===== config.mk =====
export PLATFORM = sky130hd
export DESIGN_NAME = plob_bank
export DESIGN_NICKNAME = d
export VERILOG_FILES = /design/src/hw/plob_bank.v
export VERILOG_INCLUDE_DIRS = /design/src /design/src/hw
export SDC_FILE = /design/constraint.sdc
export NUM_CORES = 1
export LEC_CHECK = 0
export BUFFER_PORTS_ARGS = -buffer_cell sky130_fd_sc_hd__buf_2
export CAP_MARGIN = 20
export CORE_MARGIN = 1.5
export CORE_UTILIZATION = 25
export CTS_BUF_LIST = sky130_fd_sc_hd__clkbuf_4 sky130_fd_sc_hd__clkbuf_8 sky130_fd_sc_hd__clkbuf_16
export CTS_CLUSTER_DIAMETER = 60
export DETAILED_ROUTE_END_ITERATION = 16
export RECOVER_POWER = 100
export SLEW_MARGIN = 20
export SYNTH_ARGS = -nofsm -noshare
export SYNTH_HDL_FRONTEND = slang
export SYNTH_SLANG_ARGS = --single-unit

===== constraint.sdc =====
create_clock -name mclk -period 10.76 [get_ports mclk]
set_input_delay 1.076 -clock mclk [delete_from_list [all_inputs] [get_ports mclk]]
set_output_delay 1.076 -clock mclk [all_outputs]
set_load 0.02 [all_outputs]

===== src/hw/plob_defines.vh =====
// Purpose: constants of the phy/link override bank
// Assumes: word index times four is the wishbone byte address
// Notes: definitions only
`ifndef PLOB_DEFINES_VH
`define PLOB_DEFINES_VH
`define PLOB_IDX_WORD4 8'h64
`define PLOB_IDX_WORD5 8'h65
`define PLOB_IDX_TRAIN 8'h66
`define PLOB_IDX_CFGREC 8'h67
`define PLOB_IDX_PLLFB 8'h68
`define PLOB_IDX_PLLRST 8'h69
`define PLOB_RST_WORD4 32'h00000000
`define PLOB_RST_WORD5 32'h00000000
`define PLOB_RST_TRAIN 32'h00000000
`define PLOB_RST_CFGREC 32'h4d802001
`define PLOB_RST_PLLFB 32'h81518901
`define PLOB_RST_PLLRST 32'h80000001
// training word fields
`define PLOB_TX_PD_MODE 3
`define PLOB_ALIGN_MODE 5
`define PLOB_SCR_BYPASS 10
`define PLOB_SKP_HI 14
`define PLOB_SKP_LO 12
`define PLOB_EXIT_HI 18
`define PLOB_EXIT_LO 15
`define PLOB_LC_REV 19
`define PLOB_PHY_REV 20
`define PLOB_ALL_REV 21
`define PLOB_FTS_HI 23
`define PLOB_FTS_LO 22
`define PLOB_SHORT_HI 25
`define PLOB_SHORT_LO 24
`define PLOB_MED_HI 27
`define PLOB_MED_LO 26
`define PLOB_LONG_HI 29
`define PLOB_LONG_LO 28
`define PLOB_GEN2 30
`define PLOB_DET_BLOCK 31
// config/recovery word fields
`define PLOB_LCFG_HI 4
`define PLOB_LCFG_LO 0
`define PLOB_RXDET_BYP 5
`define PLOB_COMPL_DIS 6
`define PLOB_FRV_HI 20
`define PLOB_FRV_LO 15
// pll feedback word fields
`define PLOB_FR_BYPASS 13
`define PLOB_CREN_MODE 14
`define PLOB_CLKF_HI 30
`define PLOB_CLKF_LO 24
`define PLOB_IDLE_EN 31
// pll reset word fields
`define PLOB_PHV_HI 16
`define PLOB_PHV_LO 10
`define PLOB_PH_BYPASS 17
`define PLOB_CLKR_LO 18
`define PLOB_PLLRST 20
`define PLOB_PLLRST_SEL 21
`define PLOB_PLLTEST 22
// internal pll reset pulse length
`define PLOB_PLL_RST_NS 640
`define PLOB_CLK_NS 10
`endif


===== src/hw/plob_bank.v =====
// Purpose: phy/link override bank with wishbone classic slave and decode
// Assumes: inputs synchronous to mclk; 32-bit wishbone, byte addressed
// Notes: all outputs registered; ce low freezes everything but reset sync
//
// Function
// - skip interval code selects ordered-set spacing
// - scrambler bypass bit bypasses all lanes
// - alignment mode chooses relaxed or confirmed update
// - tx powerdown bar rises after boot; its mode bit has no effect
// - fast training count adds offset to number
// - short and medium set count decode
// - long set count decode
// - force second gen skips speed negotiation
// - exit latency profile table lookup
// - three independent lane reversal controls
// - five-bit link config, default one
// - receiver detect bypass skips detection
// - compliance disable blocks compliance entry
// - feedback ratio is field plus one
// - reference ratio is low bit plus one
// - pll reset from counter or bit
// - cascaded divider test output unless ratio one
// - idle detector disable holds async idle low
// - detect block forces rx idle low
// - recovery enable mode selects enable logic
// - frequency bypass replaces estimator output
// - phase bypass replaces phase counter output
//
// Chosen here: register access over Wishbone.
`include "plob_defines.vh"
module plob_bank #(
  parameter PLL_RST_CYCLES = (`PLOB_PLL_RST_NS + `PLOB_CLK_NS - 1) /
    `PLOB_CLK_NS
) (
  input wire mclk,
  input wire arst_n,
  input wire ce,
  input wire wb_cyc_i,
  input wire wb_stb_i,
  input wire wb_we_i,
  input wire [11:0] wb_adr_i,
  input wire [3:0] wb_sel_i,
  input wire [31:0] wb_dat_i,
  output reg [31:0] wb_dat_o,
  output reg wb_ack_o,
  input wire shift_detect,
  input wire shift_confirm,
  input wire raw_elec_idle,
  input wire recovery_enable_input,
  input wire pll_powerup,
  input wire [5:0] freq_estimate,
  input wire [6:0] phase_count,
  output reg [11:0] skp_interval,
  output reg skp_insert_en,
  output reg scrambler_bypass,
  output reg alignment_mode,
  output reg symbol_update,
  output reg data_valid,
  output reg tx_powerdown_bar,
  output reg [12:0] fast_training_sets,
  output reg [7:0] short_set_count,
  output reg [7:0] medium_set_count,
  output reg [13:0] long_set_count,
  output reg force_second_gen,
  output reg [2:0] l0s_exit_latency,
  output reg [2:0] l1_exit_latency,
  output reg [7:0] fast_training_number,
  output reg [2:0] l0s_accept_latency,
  output reg [2:0] l1_accept_latency,
  output reg l0s_supported,
  output reg l1_supported,
  output reg controller_lane_reverse,
  output reg phy_lane_reverse,
  output reg full_lane_reverse,
  output reg [4:0] link_config,
  output reg receiver_detect_bypass,
  output reg compliance_disable,
  output reg [7:0] pll_feedback_ratio,
  output reg [1:0] pll_reference_ratio,
  output reg pll_reset,
  output reg pll_test_output,
  output reg async_elec_idle,
  output reg rx_elec_idle,
  output reg recovery_enable,
  output reg [5:0] freq_estimator_out,
  output reg [6:0] phase_counter_out
);
  // pulse counter is 8 bits wide; longer pulses need a wider counter
  localparam [31:0] RST_CNT_W = PLL_RST_CYCLES;
  localparam [7:0] RST_CNT = RST_CNT_W[7:0];

  // latency codes: 0 is shortest, 7 is the open-ended longest bucket
  function [21:0] exit_profile;
    input [3:0] sel;
    begin
      case (sel)
        4'h0: exit_profile = {3'h0, 3'h0, 8'd24, 3'h6, 3'h7, 2'b11};
        4'h1: exit_profile = {3'h7, 3'h7, 8'd255, 3'h0, 3'h0, 2'b00};
        4'h2: exit_profile = {3'h7, 3'h0, 8'd255, 3'h0, 3'h7, 2'b01};
        4'h3: exit_profile = {3'h2, 3'h1, 8'd24, 3'h4, 3'h7, 2'b11};
        4'h4: exit_profile = {3'h1, 3'h0, 8'd12, 3'h3, 3'h7, 2'b11};
        4'h5: exit_profile = {3'h7, 3'h1, 8'd255, 3'h0, 3'h7, 2'b01};
        4'h6: exit_profile = {3'h2, 3'h7, 8'd24, 3'h4, 3'h0, 2'b10};
        4'h7: exit_profile = {3'h1, 3'h0, 8'd12, 3'h2, 3'h7, 2'b11};
        4'h8: exit_profile = {3'h1, 3'h0, 8'd12, 3'h4, 3'h7, 2'b11};
        4'h9: exit_profile = {3'h2, 3'h1, 8'd24, 3'h3, 3'h7, 2'b11};
        4'ha: exit_profile = {3'h1, 3'h7, 8'd12, 3'h3, 3'h0, 2'b10};
        4'hb: exit_profile = {3'h1, 3'h0, 8'd4, 3'h3, 3'h7, 2'b11};
        4'hc: exit_profile = {3'h4, 3'h3, 8'd48, 3'h3, 3'h7, 2'b11};
        4'hd: exit_profile = {3'h0, 3'h0, 8'd6, 3'h2, 3'h7, 2'b11};
        4'he: exit_profile = {3'h4, 3'h4, 8'd48, 3'h4, 3'h7, 2'b11};
        default: exit_profile = {3'h6, 3'h7, 8'd255, 3'h6, 3'h7, 2'b11};
      endcase
    end
  endfunction

  // undefined code 01 falls back to the shortest count
  function [7:0] mid_count;
    input [1:0] sel;
    begin
      case (sel)
        2'b10: mid_count = 8'd128;
        2'b11: mid_count = 8'd144;
        default: mid_count = 8'd16;
      endcase
    end
  endfunction

  function [31:0] byte_merge;
    input [31:0] old;
    input [31:0] wdat;
    input [3:0] sel;
    integer i;
    begin
      byte_merge = old;
      for (i = 0; i < 4; i = i + 1) begin
        if (sel[i]) begin
          byte_merge[i*8 +: 8] = wdat[i*8 +: 8];
        end
      end
    end
  endfunction

  reg [1:0] rst_sync_q;
  wire rst_n = rst_sync_q[1];

  always @(posedge mclk or negedge arst_n) begin
    if (!arst_n) begin
      rst_sync_q <= 2'b00;
    end else begin
      rst_sync_q <= {rst_sync_q[0], 1'b1};
    end
  end

  reg [31:0] word4_q, word5_q, train_q, cfgrec_q, pllfb_q, pllrst_q;
  wire req = wb_cyc_i & wb_stb_i & ~wb_ack_o;
  wire [9:0] idx = wb_adr_i[11:2];
  reg [31:0] rd_d;
  reg hit_d;

  always @* begin
    hit_d = 1'b1;
    case (idx)
      {2'b00, `PLOB_IDX_WORD4}: rd_d = word4_q;
      {2'b00, `PLOB_IDX_WORD5}: rd_d = word5_q;
      {2'b00, `PLOB_IDX_TRAIN}: rd_d = train_q;
      {2'b00, `PLOB_IDX_CFGREC}: rd_d = cfgrec_q;
      {2'b00, `PLOB_IDX_PLLFB}: rd_d = pllfb_q;
      {2'b00, `PLOB_IDX_PLLRST}: rd_d = pllrst_q;
      default: begin
        rd_d = 32'h00000000;
        hit_d = 1'b0;
      end
    endcase
  end

  // one wait state: ack one edge after the request is seen
  always @(posedge mclk or negedge rst_n) begin
    if (!rst_n) begin
      word4_q <= `PLOB_RST_WORD4;
      word5_q <= `PLOB_RST_WORD5;
      train_q <= `PLOB_RST_TRAIN;
      cfgrec_q <= `PLOB_RST_CFGREC;
      pllfb_q <= `PLOB_RST_PLLFB;
      pllrst_q <= `PLOB_RST_PLLRST;
      wb_ack_o <= 1'b0;
      wb_dat_o <= 32'h00000000;
    end else if (ce) begin
      wb_ack_o <= req;
      if (req) begin
        wb_dat_o <= wb_we_i ? 32'h00000000 : rd_d;
      end
      if (req && wb_we_i && hit_d) begin
        case (idx[7:0])
          `PLOB_IDX_WORD4: word4_q <= byte_merge(word4_q, wb_dat_i, wb_sel_i);
          `PLOB_IDX_WORD5: word5_q <= byte_merge(word5_q, wb_dat_i, wb_sel_i);
          `PLOB_IDX_TRAIN: train_q <= byte_merge(train_q, wb_dat_i, wb_sel_i);
          `PLOB_IDX_CFGREC:
            cfgrec_q <= byte_merge(cfgrec_q, wb_dat_i, wb_sel_i);
          `PLOB_IDX_PLLFB: pllfb_q <= byte_merge(pllfb_q, wb_dat_i, wb_sel_i);
          default: pllrst_q <= byte_merge(pllrst_q, wb_dat_i, wb_sel_i);
        endcase
      end
    end
  end

  // decoded views of the words
  wire [21:0] prof = exit_profile(train_q[`PLOB_EXIT_HI:`PLOB_EXIT_LO]);
  wire [7:0] nfts = prof[15:8];
  wire [2:0] skp_sel = train_q[`PLOB_SKP_HI:`PLOB_SKP_LO];
  wire [1:0] fts_sel = train_q[`PLOB_FTS_HI:`PLOB_FTS_LO];
  wire [1:0] long_sel = train_q[`PLOB_LONG_HI:`PLOB_LONG_LO];
  wire [7:0] nf = {1'b0, pllfb_q[`PLOB_CLKF_HI:`PLOB_CLKF_LO]} + 8'h01;
  wire [1:0] nr = {1'b0, pllrst_q[`PLOB_CLKR_LO]} + 2'b01;
  wire [8:0] test_div = nf * {6'h00, nr[1]} + {1'b0, nf};
  wire idle_gated = pllfb_q[`PLOB_IDLE_EN] & raw_elec_idle;

  reg [11:0] skp_d;
  reg [12:0] fts_add_d;
  reg [13:0] long_d;

  always @* begin
    case (skp_sel)
      3'b000: skp_d = 12'd1506;
      3'b001: skp_d = 12'd1538;
      3'b010: skp_d = 12'd1359;
      3'b011: skp_d = 12'd1180;
      3'b100: skp_d = 12'd2048;
      3'b101: skp_d = 12'd512;
      3'b110: skp_d = 12'd128;
      default: skp_d = 12'd0;
    endcase
    case (fts_sel)
      2'b01: fts_add_d = 13'd512;
      2'b10: fts_add_d = 13'd4096;
      2'b11: fts_add_d = 13'd4608;
      default: fts_add_d = 13'd0;
    endcase
    case (long_sel)
      2'b10: long_d = 14'd8096;
      2'b11: long_d = 14'd9120;
      default: long_d = 14'd1024;
    endcase
  end

  reg boot_done_q;
  reg pwr_seen_q;
  reg [7:0] rst_cnt_q;
  reg [8:0] div_cnt_q;

  always @(posedge mclk or negedge rst_n) begin
    if (!rst_n) begin
      boot_done_q <= 1'b0;
      pwr_seen_q <= 1'b0;
      rst_cnt_q <= 8'h00;
      div_cnt_q <= 9'h000;
      skp_interval <= 12'd1506;
      skp_insert_en <= 1'b1;
      scrambler_bypass <= 1'b0;
      alignment_mode <= 1'b0;
      symbol_update <= 1'b0;
      data_valid <= 1'b0;
      tx_powerdown_bar <= 1'b0;
      fast_training_sets <= 13'd24;
      short_set_count <= 8'd16;
      medium_set_count <= 8'd16;
      long_set_count <= 14'd1024;
      force_second_gen <= 1'b0;
      l0s_exit_latency <= 3'h0;
      l1_exit_latency <= 3'h0;
      fast_training_number <= 8'd24;
      l0s_accept_latency <= 3'h6;
      l1_accept_latency <= 3'h7;
      l0s_supported <= 1'b1;
      l1_supported <= 1'b1;
      controller_lane_reverse <= 1'b0;
      phy_lane_reverse <= 1'b0;
      full_lane_reverse <= 1'b0;
      link_config <= 5'h01;
      receiver_detect_bypass <= 1'b0;
      compliance_disable <= 1'b0;
      pll_feedback_ratio <= 8'h02;
      pll_reference_ratio <= 2'b01;
      pll_reset <= 1'b0;
      pll_test_output <= 1'b0;
      async_elec_idle <= 1'b0;
      rx_elec_idle <= 1'b0;
      recovery_enable <= 1'b0;
      freq_estimator_out <= 6'h00;
      phase_counter_out <= 7'h00;
    end else if (ce) begin
      boot_done_q <= 1'b1;
      skp_interval <= skp_d;
      skp_insert_en <= (skp_sel != 3'b111);
      scrambler_bypass <= train_q[`PLOB_SCR_BYPASS];
      alignment_mode <= train_q[`PLOB_ALIGN_MODE];
      // aggressive mode waits for confirmation; relaxed follows any shift
      symbol_update <= train_q[`PLOB_ALIGN_MODE] ? shift_confirm :
        shift_detect;
      data_valid <= ~train_q[`PLOB_ALIGN_MODE] | shift_confirm;
      // mode one can only be set by software, after boot_done_q has already
      // forced the output high, so it never changes tx_powerdown_bar
      tx_powerdown_bar <= train_q[`PLOB_TX_PD_MODE] | boot_done_q;
      fast_training_sets <= fts_add_d + {5'h00, nfts};
      short_set_count <= mid_count(train_q[`PLOB_SHORT_HI:`PLOB_SHORT_LO]);
      medium_set_count <= mid_count(train_q[`PLOB_MED_HI:`PLOB_MED_LO]);
      long_set_count <= long_d;
      force_second_gen <= train_q[`PLOB_GEN2];
      l0s_exit_latency <= prof[21:19];
      l1_exit_latency <= prof[18:16];
      fast_training_number <= nfts;
      l0s_accept_latency <= prof[7:5];
      l1_accept_latency <= prof[4:2];
      l0s_supported <= prof[1];
      l1_supported <= prof[0];
      controller_lane_reverse <= train_q[`PLOB_LC_REV];
      phy_lane_reverse <= train_q[`PLOB_PHY_REV];
      full_lane_reverse <= train_q[`PLOB_ALL_REV];
      link_config <= cfgrec_q[`PLOB_LCFG_HI:`PLOB_LCFG_LO];
      receiver_detect_bypass <= cfgrec_q[`PLOB_RXDET_BYP];
      compliance_disable <= cfgrec_q[`PLOB_COMPL_DIS];
      pll_feedback_ratio <= nf;
      pll_reference_ratio <= nr;
      // internal reset: a fixed pulse after each rising power-up
      pwr_seen_q <= pll_powerup;
      if (pll_powerup && !pwr_seen_q) begin
        rst_cnt_q <= RST_CNT;
      end else if (rst_cnt_q != 8'h00) begin
        rst_cnt_q <= rst_cnt_q - 8'h01;
      end
      pll_reset <= pllrst_q[`PLOB_PLLRST_SEL] ? pllrst_q[`PLOB_PLLRST] :
        (rst_cnt_q != 8'h00);
      // mclk stands in for the reference clock of the cascaded dividers
      if (!pllrst_q[`PLOB_PLLTEST] || nr == 2'b01 || nf == 8'h01) begin
        div_cnt_q <= 9'h000;
        pll_test_output <= 1'b0;
      end else begin
        div_cnt_q <= (div_cnt_q >= test_div - 9'h001) ? 9'h000 :
          div_cnt_q + 9'h001;
        pll_test_output <= (div_cnt_q < {1'b0, test_div[8:1]});
      end
      async_elec_idle <= idle_gated;
      rx_elec_idle <= idle_gated & ~train_q[`PLOB_DET_BLOCK];
      if (pllfb_q[`PLOB_CREN_MODE] || recovery_enable_input) begin
        recovery_enable <= 1'b1;
      end else if (idle_gated) begin
        recovery_enable <= 1'b0;
      end
      freq_estimator_out <= pllfb_q[`PLOB_FR_BYPASS] ?
        cfgrec_q[`PLOB_FRV_HI:`PLOB_FRV_LO] : freq_estimate;
      phase_counter_out <= pllrst_q[`PLOB_PH_BYPASS] ?
        pllrst_q[`PLOB_PHV_HI:`PLOB_PHV_LO] : phase_count;
    end
  end
endmodule // plob_bank


== Word level (Yosys, flattened, before mapping) ==
Memories as Yosys holds them, arrays and structs flattened.
Cells that the tools add are included.

* ROM bits: 352
* Logic and storage cells: 175
* Memories: 1
* Register bits: 368
* Output and inout port bits: 155
* Input bits: 72

{| class="wikitable"
|+ Memories
! memory !! words !! width !! read ports !! clocked after memory_dff !! wr ports !! RTL line !! source
|-
| (name not given) || 16 || 22 || 1 || 0 || 0 || plob_bank.v:96 || <nowiki>case (sel)</nowiki>
|}

* $mul: 1
* Muxes and demuxes: 19
* Reduce and logical (&&, ||, !) cells: 41
* $lt $le $gt $ge: 2
* Eq/ne operators: 29
* Add/sub/neg operators: 7
* Bitwise logic cells: 10

{| class="wikitable"
|+ Operators by type and width
! operator !! count
|-
| case mux 32 bit (6 select lines) || 1
|-
| AND reduction 4 bit || 24
|-
| case mux 12 bit (7 select lines) || 1
|-
| equality test 10 x 7 -> 1 bit, second input constant || 6
|-
| equality test 8 x 7 -> 1 bit, second input constant || 5
|-
| case mux 13 bit (3 select lines) || 1
|-
| 2-to-1 mux 32 bit || 1
|-
| case mux 8 bit (2 select lines) || 2
|-
| case mux 14 bit (2 select lines) || 1
|-
| 2-to-1 mux 9 bit || 2
|-
| equality test 2 bit, second input constant || 8
|-
| 2-to-1 mux 8 bit || 2
|-
| adder 13 x 8 -> 13 bit || 1
|-
| adder 9 x 1 -> 9 bit, second input constant || 1
|-
| adder 9 x 8 -> 9 bit || 1
|-
| equality test 3 bit, second input constant || 3
|-
| greater-or-equal comparator 9 bit || 1
|-
| less-than comparator 9 x 8 -> 1 bit || 1
|-
| multiplier 8 x 1 -> 9 bit || 1
|-
| subtractor 9 x 1 -> 9 bit, second input constant || 1
|-
| adder 7 x 1 -> 8 bit, second input constant || 1
|-
| equality test 8 x 1 -> 1 bit, second input constant || 1
|-
| nonzero test 8 bit || 1
|-
| subtractor 8 x 1 -> 8 bit, second input constant || 1
|-
| 19 further kinds || 41
|}

== Depth between registers and ports, before layout ==
Gate-level depths: netlist of the first run.

* Word-level depth: 7
* Gate-level depth with buffers: 17
* Mapped depth without buffers: 15

== Worst setup path before layout of the first run ==
OpenSTA, ideal clock, no wires.

* Path kind: reg2reg
* From: reg pllfb_q[24]
* To: reg div_cnt_q[2]
* Path slack: 6.695 ns
* Setup time: 0.116 ns
* Path buffers: 2
* Stages on the path, launching flop included: 17
* Required time: 10.644 ns
* Arrival time: 3.949 ns
* Period minus slack after synthesis: 4.065 ns
* Path through: dfstp_2 -> clkbuf_1 -> inv_1 -> ha_1 -> nand2b_1 -> nor2_1 -> and3_1 -> clkbuf_1 -> nand2_1 -> a221oi_1 -> ha_1 -> and4_1 -> o21ai_0 -> o221ai_1 -> a21oi_1 -> nand2_1 -> o311ai_0

* Cells in the longest elaborated chain, start to end: 7
* Elaborated cells on any way between the ends: 9
* Those cells by class: add/sub: 3; mul: 1; order compare: 1; eq/ne: 1; mux: 2; reduce/logical: 1

{| class="wikitable"
|+ Ends and longest elaborated chain
! element !! RTL line !! source
|-
| start, declared || plob_bank.v:155 || <nowiki>reg [31:0] word4_q, word5_q, train_q, cfgrec_q, pllfb_q, pllrst_q;</nowiki>
|-
| start signal, assigned || plob_bank.v:184 || <nowiki>pllfb_q <= `PLOB_RST_PLLFB;</nowiki>
|-
| start signal, assigned || plob_bank.v:200 || <nowiki>`PLOB_IDX_PLLFB: pllfb_q <= byte_merge(pllfb_q, wb_dat_i, wb_sel_i);</nowiki>
|-
| adder 7 x 1 -> 8 bit * || plob_bank.v:213 || <nowiki>wire [7:0] nf = {1'b0, pllfb_q[`PLOB_CLKF_HI:`PLOB_CLKF_LO]} + 8'h01;</nowiki>
|-
| net nf[0] || plob_bank.v:213 ||
|-
| multiplier 8 x 1 -> 9 bit || plob_bank.v:215 || <nowiki>wire [8:0] test_div = nf * {6'h00, nr[1]} + {1'b0, nf};</nowiki>
|-
| adder 9 x 8 -> 9 bit || plob_bank.v:215 ||
|-
| subtractor 9 x 1 -> 9 bit || plob_bank.v:338 || <nowiki>div_cnt_q <= (div_cnt_q >= test_div - 9'h001) ? 9'h000 :</nowiki>
|-
| greater-or-equal comparator 9 bit || plob_bank.v:338 ||
|-
| 2-to-1 mux 9 bit || plob_bank.v:338 ||
|-
| 2-to-1 mux 9 bit * || plob_bank.v:334 || <nowiki>if (!pllrst_q[`PLOB_PLLTEST] || nr == 2'b01 || nf == 8'h01) begin</nowiki>
|-
| end signal, assigned || plob_bank.v:338 ||
|-
| end, declared || plob_bank.v:249 || <nowiki>reg [8:0] div_cnt_q;</nowiki>
|}

The timed path passes the listed nets; every way through them passes the cells marked *.
A chain may end at the register's enable or synchronous reset.

==> results of run 1 <==
layout by cell type (no fill, tap or decap), drive strengths merged, types with 4 or more instances in the layout:
| cell | Yosys | layout |
|---|---|---|
| a21oi | 44 | 44 |
| a221o | 32 | 32 |
| a221oi | 35 | 35 |
| a22o | 33 | 33 |
| a31oi | 16 | 16 |
| and3 | 5 | 5 |
| buf | 66 | 76 |
| bufinv | 0 | 4 |
| clkbuf | 42 | 200 |
| clkinv | 0 | 8 |
| conb | 2 | 22 |
| dfrtp | 291 | 291 |
| dfstp | 36 | 36 |
| diode | 0 | 4 |
| ha | 26 | 26 |
| inv | 36 | 40 |
| mux2 | 222 | 222 |
| mux2i | 25 | 25 |
| nand2 | 78 | 78 |
| nand2b | 8 | 8 |
| nand3 | 19 | 19 |
| nor2 | 81 | 81 |
| nor3 | 10 | 10 |
| o21a | 4 | 4 |
| o21ai | 65 | 65 |
| or2 | 4 | 4 |
| or3 | 8 | 8 |
| xnor2 | 10 | 10 |
| xor2 | 7 | 7 |
sequential cells by signal, indices dropped and copies added, names as in the netlist, 8 cells and up:
signal	cells
skp_interval	10
rst_cnt_q	8
train_q	32
word5_q	32
wb_dat_o	32
div_cnt_q	9
pll_feedback_ratio	8
pllrst_q	32
word4_q	32
pllfb_q	32
cfgrec_q	32
cells by family (layout without fill, tap and decap cells):
kind of cell,after synthesis,in the layout,synth area share (%)
AO/OA/AOI/OAI,257,257,12.0
adder cells (fa/ha/maj),28,28,2.25
XOR/XNOR,17,17,0.970
flip-flops,327,327,53.6
AND/OR/NAND/NOR,236,236,8.31
other,2,26,0.0489
buffers and inverters,144,331,4.78
multiplexers,248,248,18.1
power groups by stage:
stage / Combinational [W] / Sequential [W] / Clock [W]
after floorplan: 0.0000795 / 0.00132 / 0
after global placement: 0.000152 / 0.00129 / 0
after detailed placement: 0.000158 / 0.00130 / 0
after CTS: 0.000158 / 0.00127 / 0.00153
final: 0.000147 / 0.00127 / 0.00148
after global routing: 0.000164 / 0.00128 / 0.00157
stage by stage:
step	cell area, sq um	instances
2_1_floorplan	15400	1279
4_1_cts	18500	2248
3_3_place_gp	17000	2170
5_1_grt	18100	2249
3_5_place_dp	17000	2170
6_report	18100	2252
worst register-to-register path: cells and delay by family, from the launching register on:
| kind | cells | cell delay, ns |
|---|---|---|
| buffers and inverters | 2 | 3.30 |
| flip-flops | 1 | 1.51 |
metal layers:
layer / part of all wire (%) / wire, um / global-route usage (%)
met1: 46 / 20100 / 17.8
met3: 5.7 / 2540 / 3.76
met2: 46 / 20200 / 22.8
met5: 0.19 / 85 / 0
met4: 2.6 / 1150 / 4.14
worst paths after layout:
kind	startpoint	end	slack, ns	cells past startpoint
min reg2reg	rst_sync_q[0]	rst_sync_q[1]	0.36	0
max reg2reg	rst_sync_q[1]	train_q[25]	5.96	2
min in group mclk	rst_sync_q[0]	rst_sync_q[1]	0.36	0
max in group asynchronous	rst_sync_q[1]	train_q[25]	5.96	2
max	ce	l1_exit_latency[2]	4.39	5
min	arst_n	rst_sync_q[0]	0.30	1
layout make-up:
type,instances,share of cell area (%)
clock inverter,19,1.22
multi-input combinational,808,34.9
sequential,327,45.4
inverter,36,0.746
clock buffer,59,7.01
timing repair buffer,217,5.22
tap,782,5.40
antenna,4,0.0553
==> impl_metrics.tcl, run 1 <==
set metrics [dict create \
    outcome "finished with violations" \
    violations "max-capacitance violations, max-slew violations" \
    dp_hpwl_mm 29.4 \
    first_pass_iters 5 \
    worst_ir_drop_vdd_mv 0.109 \
    yosys_warnings 0 \
    hold_viol_final 0 \
    synth_common_cells "dfrtp_1, mux2_2, nand2_1" \
    post-route-util_pct 29.9 \
    place_ws_ns 6.22 \
    drv_cap 7 \
    fin_crit_ns 6.37 \
    grt_pass1_wl_mm 66.8 \
    critPathMaxStageDelay_ns 1.98 \
    p_switching_w 0.000679 \
    finalSetupViolCount 0 \
    ant_nets 0 \
    pin_count 227 \
    worstPathCellList "clkbuf_1, clkbuf_1, clkbuf_1, nand3_1, o21ai_0" \
    grt_start_max_net_pins 162 \
    setup_tns_ns 0 \
    leakage_nw 8.05 \
    cp.arrival_ns 6.82 \
    rsz0062_at_grt "no" \
    required_ns 11.21 \
    drt_iter0_markers 652 \
    synth.distinct_cells 74 \
    die_area_sq_um 62900 \
    clockPowerShare_pct 51.0 \
    cp_top_family "buffers and inverters" \
    yosysSeqAreaShare_pct 53.6 \
    final_max_slew_viol_count 274 \
    routed_wl_mm 44.1 \
    core.rowCount 90 \
    powerDensity_nw_per_um2 160 \
    netlist_area_sq_um 15400 \
    max-slew-margin-rel_pct -110 \
    p_comb_share_pct 5.1 \
    cts_tree "yes" \
    die_h_um 251 \
    synth_edf_count 0 \
    postCtsSetupRepairBufs 0 \
    wl_per_cell_um 19.6 \
    cts.clk_slew.worst_paths_ns 0.05 \
    fin_ws_ns 4.39 \
    synthArstFlopShare_pct 100 \
    io_buffers 203 \
    ys.flop_type "dfrtp_1" \
    coreArea_sq_um 60600 \
    gp_congestion 0.799 \
    crit_path_top_delay_cell "clkbuf_1" \
    drc_errors 0 \
    clock_sinks 327 \
    die_w_um 251 \
    root_buffer "clkbuf_16" \
    yosysTopAreaCell "dfrtp_1" \
    p_seq_share_pct 43.9 \
    final-seq-area_sq_um 8230 \
    grt_overflow 0 \
    synthesis.instances 1259 \
    multi_input_area_sq_um 6320 \
    swShare_pct 23.4 \
    power_w 0.00290 \
    worstMarginPinSlew_ns 3.14 \
    start_util_pct 25.3 \
    cp_num_buf_inv 3 \
    dr_total_vias 10700 \
    whs_ns 0.299 \
    routed_via_density 4.76 \
    area_growth_pct 17.9 \
    cp-start-kind "input pin" \
    crit_path_frequent_cell "clkbuf_1" \
    synthTopCellsByArea "dfrtp_1, mux2_2, dfstp_2, buf_4, ha_1" \
    grt.total_usage_pct 13.9 \
    drive_gt1_share_pct 28.5 \
    fillCellCount 6241 \
    post-synth-top-count-cell "dfrtp_1" \
    antenna_found_initial 11 \
    max_freq_mhz 157 \
    ys_seq_elements 327 \
    hold_path_class "in2async" \
    path_class "in2reg" \
    clockBufferDepth 3 \
    syn_area_per_cell_sq_um 12.2 \
    ctsHtreeMaxLevel 2 \
    grt_pass1_vias 11000 \
    fin_crit_sh_pct 59.2 \
    worst_clock_skew_ns 0.0167 \
    layout.nets 1530 \
    numCtsBuffers 42 \
    crit_path_max_fanout 51 \
    synth_top_area_share_pct 47.4 \
    clk_latency_ns 0.56 \
    end_kind "flip-flop" \
    hold_buffers 0 \
    power.internal_w 0.00222 \
    cts_resized 0 \
]
Power figures use the tool's default switching activity.
==> run 2, diff against run 1 <==
- clock period: 10.76 -> 6.6 ns (I/O delays scaled with it)
==> impl_metrics.tcl, run 2 (same netlist as run 1, synthesis figures left out) <==
set metrics [dict create \
    outcome "finished with violations" \
    violations "max-capacitance violations, max-slew violations" \
    wl_per_cell_um 19.6 \
    clock_sinks 327 \
    post-route-util_pct 29.7 \
    grt_pass1_wl_mm 66.5 \
    power.internal_w 0.00353 \
    cp-endpoint "div_cnt_q[2]" \
    cts_tree "yes" \
    io_buffers 203 \
    grt_pass1_vias 10900 \
    coreArea_sq_um 60600 \
    diodes 0 \
    gp_congestion 0.792 \
    finalSetupViolCount 0 \
    antenna_found_initial 10 \
    power_w 0.00461 \
    r2r.worst_path.cells 14 \
    clockPowerShare_pct 49.7 \
    dp_hpwl_mm 29.5 \
    fin_ws_ns 1.80 \
    ant_nets 0 \
    leakage_nw 8.00 \
    worst_clock_skew_ns 0.0197 \
    hold_viol_final 0 \
    layout.nets 1526 \
    p_switching_w 0.00108 \
    clk_latency_ns 0.55 \
    routed_wl_mm 43.9 \
    cts.clk_slew.worst_paths_ns 0.06 \
    root_buffer "clkbuf_16" \
    drt_iter0_markers 649 \
    pin_count 227 \
    p_seq_share_pct 45.0 \
    routed_via_density 4.75 \
    max-slew-margin-rel_pct -110 \
    ctsHtreeMaxLevel 2 \
    die_w_um 251 \
    first_pass_iters 5 \
    drc_errors 0 \
    powerDensity_nw_per_um2 256 \
    hold_path_class "reg2reg" \
    worstMarginPinSlew_ns 3.16 \
    numCtsBuffers 39 \
    swShare_pct 23.4 \
    core.rowCount 90 \
    die_area_sq_um 62900 \
    drv_cap 4 \
    fillCellCount 6260 \
    dr_total_vias 10600 \
    fin_crit_sh_pct 72.8 \
    worst_ir_drop_vdd_mv 0.160 \
    crit_path_max_fanout 15 \
    area_growth_pct 17.3 \
    cts_resized 0 \
    reg2reg_from "pllfb_q[24]" \
    fin_crit_ns 4.80 \
    cp-start-kind "flip-flop" \
    grt.total_usage_pct 13.8 \
    end_kind "flip-flop" \
    rsz0062_at_grt "no" \
    cp.arrival_ns 5.23 \
    startpoint "pllfb_q[24]" \
    path_class "reg2reg" \
    r2r-end "div_cnt_q[2]" \
    die_h_um 251 \
    setup_tns_ns 0 \
    required_ns 7.03 \
    final_max_slew_viol_count 294 \
    r2r_setup_slack_ns 1.80 \
    final_cell_mix "dfrtp_1, mux2_2, clkbuf_1, nor2_1, nand2_1" \
    drive_gt1_share_pct 28.2 \
    p_comb_share_pct 5.3 \
    clockBufferDepth 3 \
    start_util_pct 25.3 \
    grt_start_max_net_pins 176 \
    max_freq_mhz 208 \
    grt_overflow 0 \
    postCtsSetupRepairBufs 0 \
    final_common_cell "dfrtp_1" \
    place_ws_ns 2.08 \
]
## run 2: critical path: stages (launching register included)
cell	delay [ns]
dfstp_1	0.81
inv_1	0.20
ha_1	0.40
nand2b_1	0.21
nor2_1	0.29
and3_1	0.34
nand2_1	0.13
a221oi_1	0.31
ha_1	0.29
and4_1	0.19
o21ai_0	0.07
o221ai_1	0.14
a21oi_1	0.62
nand2_1	0.32
o311ai_0	0.37
## run 2: area by class of cell
type	instances	area [sq um]	area share, %
flip-flops and latches	327	8230	45.7
multi-input cells	808	6340	35.2
clock buffers	53	1140	6.34
well taps	782	978	5.43
clock inverters	17	235	1.31
inverters	36	135	0.751
repair buffers	216	946	5.25
## run 2: per-layer routing
metal,wire length [um],up-vias,track usage [%]
li1,-,4876,-
met1,20400,5444,18.5
met2,19900,246,22.0
met3,2510,68,3.68
met4,981,12,3.69
met5,71,-,0
## run 2: metrics by stage
| step | area, sq um | std cells | hold slack, ns |
|---|---|---|---|
| 2_1_floorplan | 15400 | 1279 | 0.331 |
| 3_3_place_gp | 17000 | 2168 | 0.275 |
| 3_5_place_dp | 17000 | 2168 | 0.282 |
| 4_1_cts | 18400 | 2239 | 0.278 |
| 5_1_grt | 18000 | 2239 | 0.346 |
| 6_report | 18000 | 2239 | 0.351 |
## run 2: worst min path at each step
stage | start | to | slack [ns] | cells past startpoint
2_1_floorplan | rst_sync_q[0] | rst_sync_q[1] | 0.33 | 0
3_3_place_gp | rst_sync_q[1] | train_q[12] | 0.27 | 0
3_5_place_dp | rst_sync_q[1] | train_q[12] | 0.28 | 0
4_1_cts | rst_sync_q[1] | freq_estimator_out[4] | 0.28 | 0
5_1_grt | shift_confirm | data_valid | 0.35 | 3
6_report | rst_sync_q[0] | rst_sync_q[1] | 0.35 | 0
## run 2: power by group through the flow
stage | Clock, W | Sequential [W] | Combinational [W]
after floorplan | 0 | 0.00215 | 0.000130
after CTS | 0.00236 | 0.00208 | 0.000260
after global routing | 0.00245 | 0.00208 | 0.000274
after detailed placement | 0 | 0.00211 | 0.000260
after global placement | 0 | 0.00211 | 0.000250
final | 0.00229 | 0.00208 | 0.000245
## run 2: repair_timing
| item | CTS | global route |
|---|---|---|
| endpoints found under the hold margin | 2 | 0 |
| setup endpoints to repair | 0 | 0 |
| hold buffers | 1 | 0 |
==> run 3, diff against run 2 <==
- clock period: 6.6 -> 4.5 ns (I/O delays scaled with it)
==> impl_metrics.tcl, run 3 (same netlist as run 1, synthesis figures left out) <==
set metrics [dict create \
    outcome "finished with violations" \
    violations "max-capacitance violations, max-slew violations" \
    drv_cap 3 \
    clock_sinks 327 \
    final_max_slew_viol_count 176 \
    clockBufferDepth 3 \
    leakage_nw 8.06 \
    grt_pass1_vias 10900 \
    die_area_sq_um 62900 \
    finalSetupViolCount 0 \
    postCtsSetupRepairBufs 0 \
    layout.nets 1534 \
    worst_clock_skew_ns 0.0225 \
    hold_viol_final 0 \
    die_w_um 251 \
    ant_nets 0 \
    area_growth_pct 18.0 \
    grt.total_usage_pct 13.9 \
    gp_congestion 0.797 \
    worst_ir_drop_vdd_mv 0.298 \
    cts.clk_slew.worst_paths_ns 0.06 \
    rsz0062_at_grt "no" \
    drc_errors 0 \
    hold_buffers 1 \
    routed_via_density 4.74 \
    place_ws_ns 0.521 \
    start_util_pct 25.3 \
    final_common_cell "dfrtp_1" \
    r2r_setup_slack_ns 0.47 \
    fin_ws_ns 0.468 \
    io_buffers 203 \
    cts_resized 0 \
    cp-start-kind "flip-flop" \
    required_ns 4.95 \
    hold_start "recovery_enable_input" \
    routed_wl_mm 44.4 \
    grt_overflow 0 \
    reg2reg_from "pllfb_q[24]" \
    numCtsBuffers 42 \
    die_h_um 251 \
    wl_per_cell_um 19.7 \
    dp_hpwl_mm 30.0 \
    post-route-util_pct 29.9 \
    grt_pass1_wl_mm 67.0 \
    coreArea_sq_um 60600 \
    max_freq_mhz 248 \
    r2r.worst_path.cells 14 \
    antenna_found_initial 10 \
    fin_crit_sh_pct 89.6 \
    min_to "recovery_enable" \
    pin_count 227 \
    dp.cells 2173 \
    end_kind "flip-flop" \
    worstMarginPinSlew_ns 2.50 \
    core.rowCount 90 \
    drive_gt1_share_pct 28.8 \
    hold_path_class "in2reg" \
    powerDensity_nw_per_um2 377 \
    whs_ns 0.138 \
    cts_tree "yes" \
    ctsHtreeMaxLevel 2 \
    fin_crit_ns 4.03 \
    max-slew-margin-rel_pct -66.5 \
    setup_tns_ns 0 \
    r2r-end "div_cnt_q[2]" \
    crit_path_max_fanout 15 \
    root_buffer "clkbuf_16" \
    path_class "reg2reg" \
    final_cell_mix "dfrtp_1, mux2_2, clkbuf_1, nor2_1, nand2_1" \
    min_delay_path_depth 3 \
    first_pass_iters 5 \
    clk_latency_ns 0.56 \
    dr_total_vias 10700 \
    instances_no_fill 2251 \
    drt_iter0_markers 784 \
    cp.arrival_ns 4.48 \
    grt_start_max_net_pins 108 \
]
==> run 3: how the worst max path moves through the flow <==
| stage | startpoint | to | slack [ns] | depth (start not counted) |
|---|---|---|---|---|
| CTS | pllfb_q[24] | div_cnt_q[2] | 0.52 | 14 |
| global route | rst_sync_q[1] | wb_dat_o[13] | 0.10 | 1 |
| floorplan | pllfb_q[24] | div_cnt_q[2] | 0.44 | 16 |
| detailed placement | pllfb_q[24] | div_cnt_q[2] | 0.52 | 14 |
| finish | pllfb_q[24] | div_cnt_q[2] | 0.47 | 14 |
| global placement | pllfb_q[24] | div_cnt_q[2] | 0.70 | 14 |
==> run 3: per-stage QoR <==
| step | power (W) | area (sq um) |
|---|---|---|
| floorplan | 0.00334 | 15400 |
| global placement | 0.00346 | 17000 |
| detailed placement | 0.00348 | 17000 |
| CTS | 0.00696 | 18500 |
| global route | 0.00711 | 18100 |
| finish | 0.00682 | 18100 |
==> run 3: worst max-delay path, cell delays in order (launching register included) <==
cell      delay, ns
dfstp_2        0.70
inv_1          0.16
ha_1           0.38
nand2b_1       0.21
nor2_1         0.25
and3_1         0.34
nand2_1        0.13
a221oi_1       0.37
ha_1           0.32
and4_1         0.19
o21ai_0        0.07
o221ai_1       0.14
a21oi_1        0.17
nand2_1        0.16
o311ai_0       0.35
==> run 3: per-layer routing <==
| layer | global-route usage (%) | vias up | routed length [um] |
|---|---|---|---|
| met4 | 3.29 | 14 | 822 |
| met5 | 0 | - | 80 |
| met3 | 4.15 | 68 | 2810 |
| met2 | 22.3 | 260 | 20500 |
| met1 | 18.4 | 5449 | 20200 |
| li1 | - | 4885 | - |
==> run 3: power by group <==
group	switching [W]	internal, W	total [W]
Clock	0.00131	0.00211	0.00342
Combinational	0.000252	0.000105	0.000357
Sequential	0.0000514	0.00300	0.00305
Total	0.00161	0.00522	0.00682
==> run 3: layout make-up <==
cell class                      instances  area, sq um
Fill cell                            6223        42500
Tap cell                              782          978
Timing Repair Buffer                  221         1010
Clock inverter                         11          155
Sequential cell                       327         8230
Antenna cell                            2         5.00
Clock buffer                           64         1260
Multi-Input combinational cell        808         6340
Inverter                               36          135
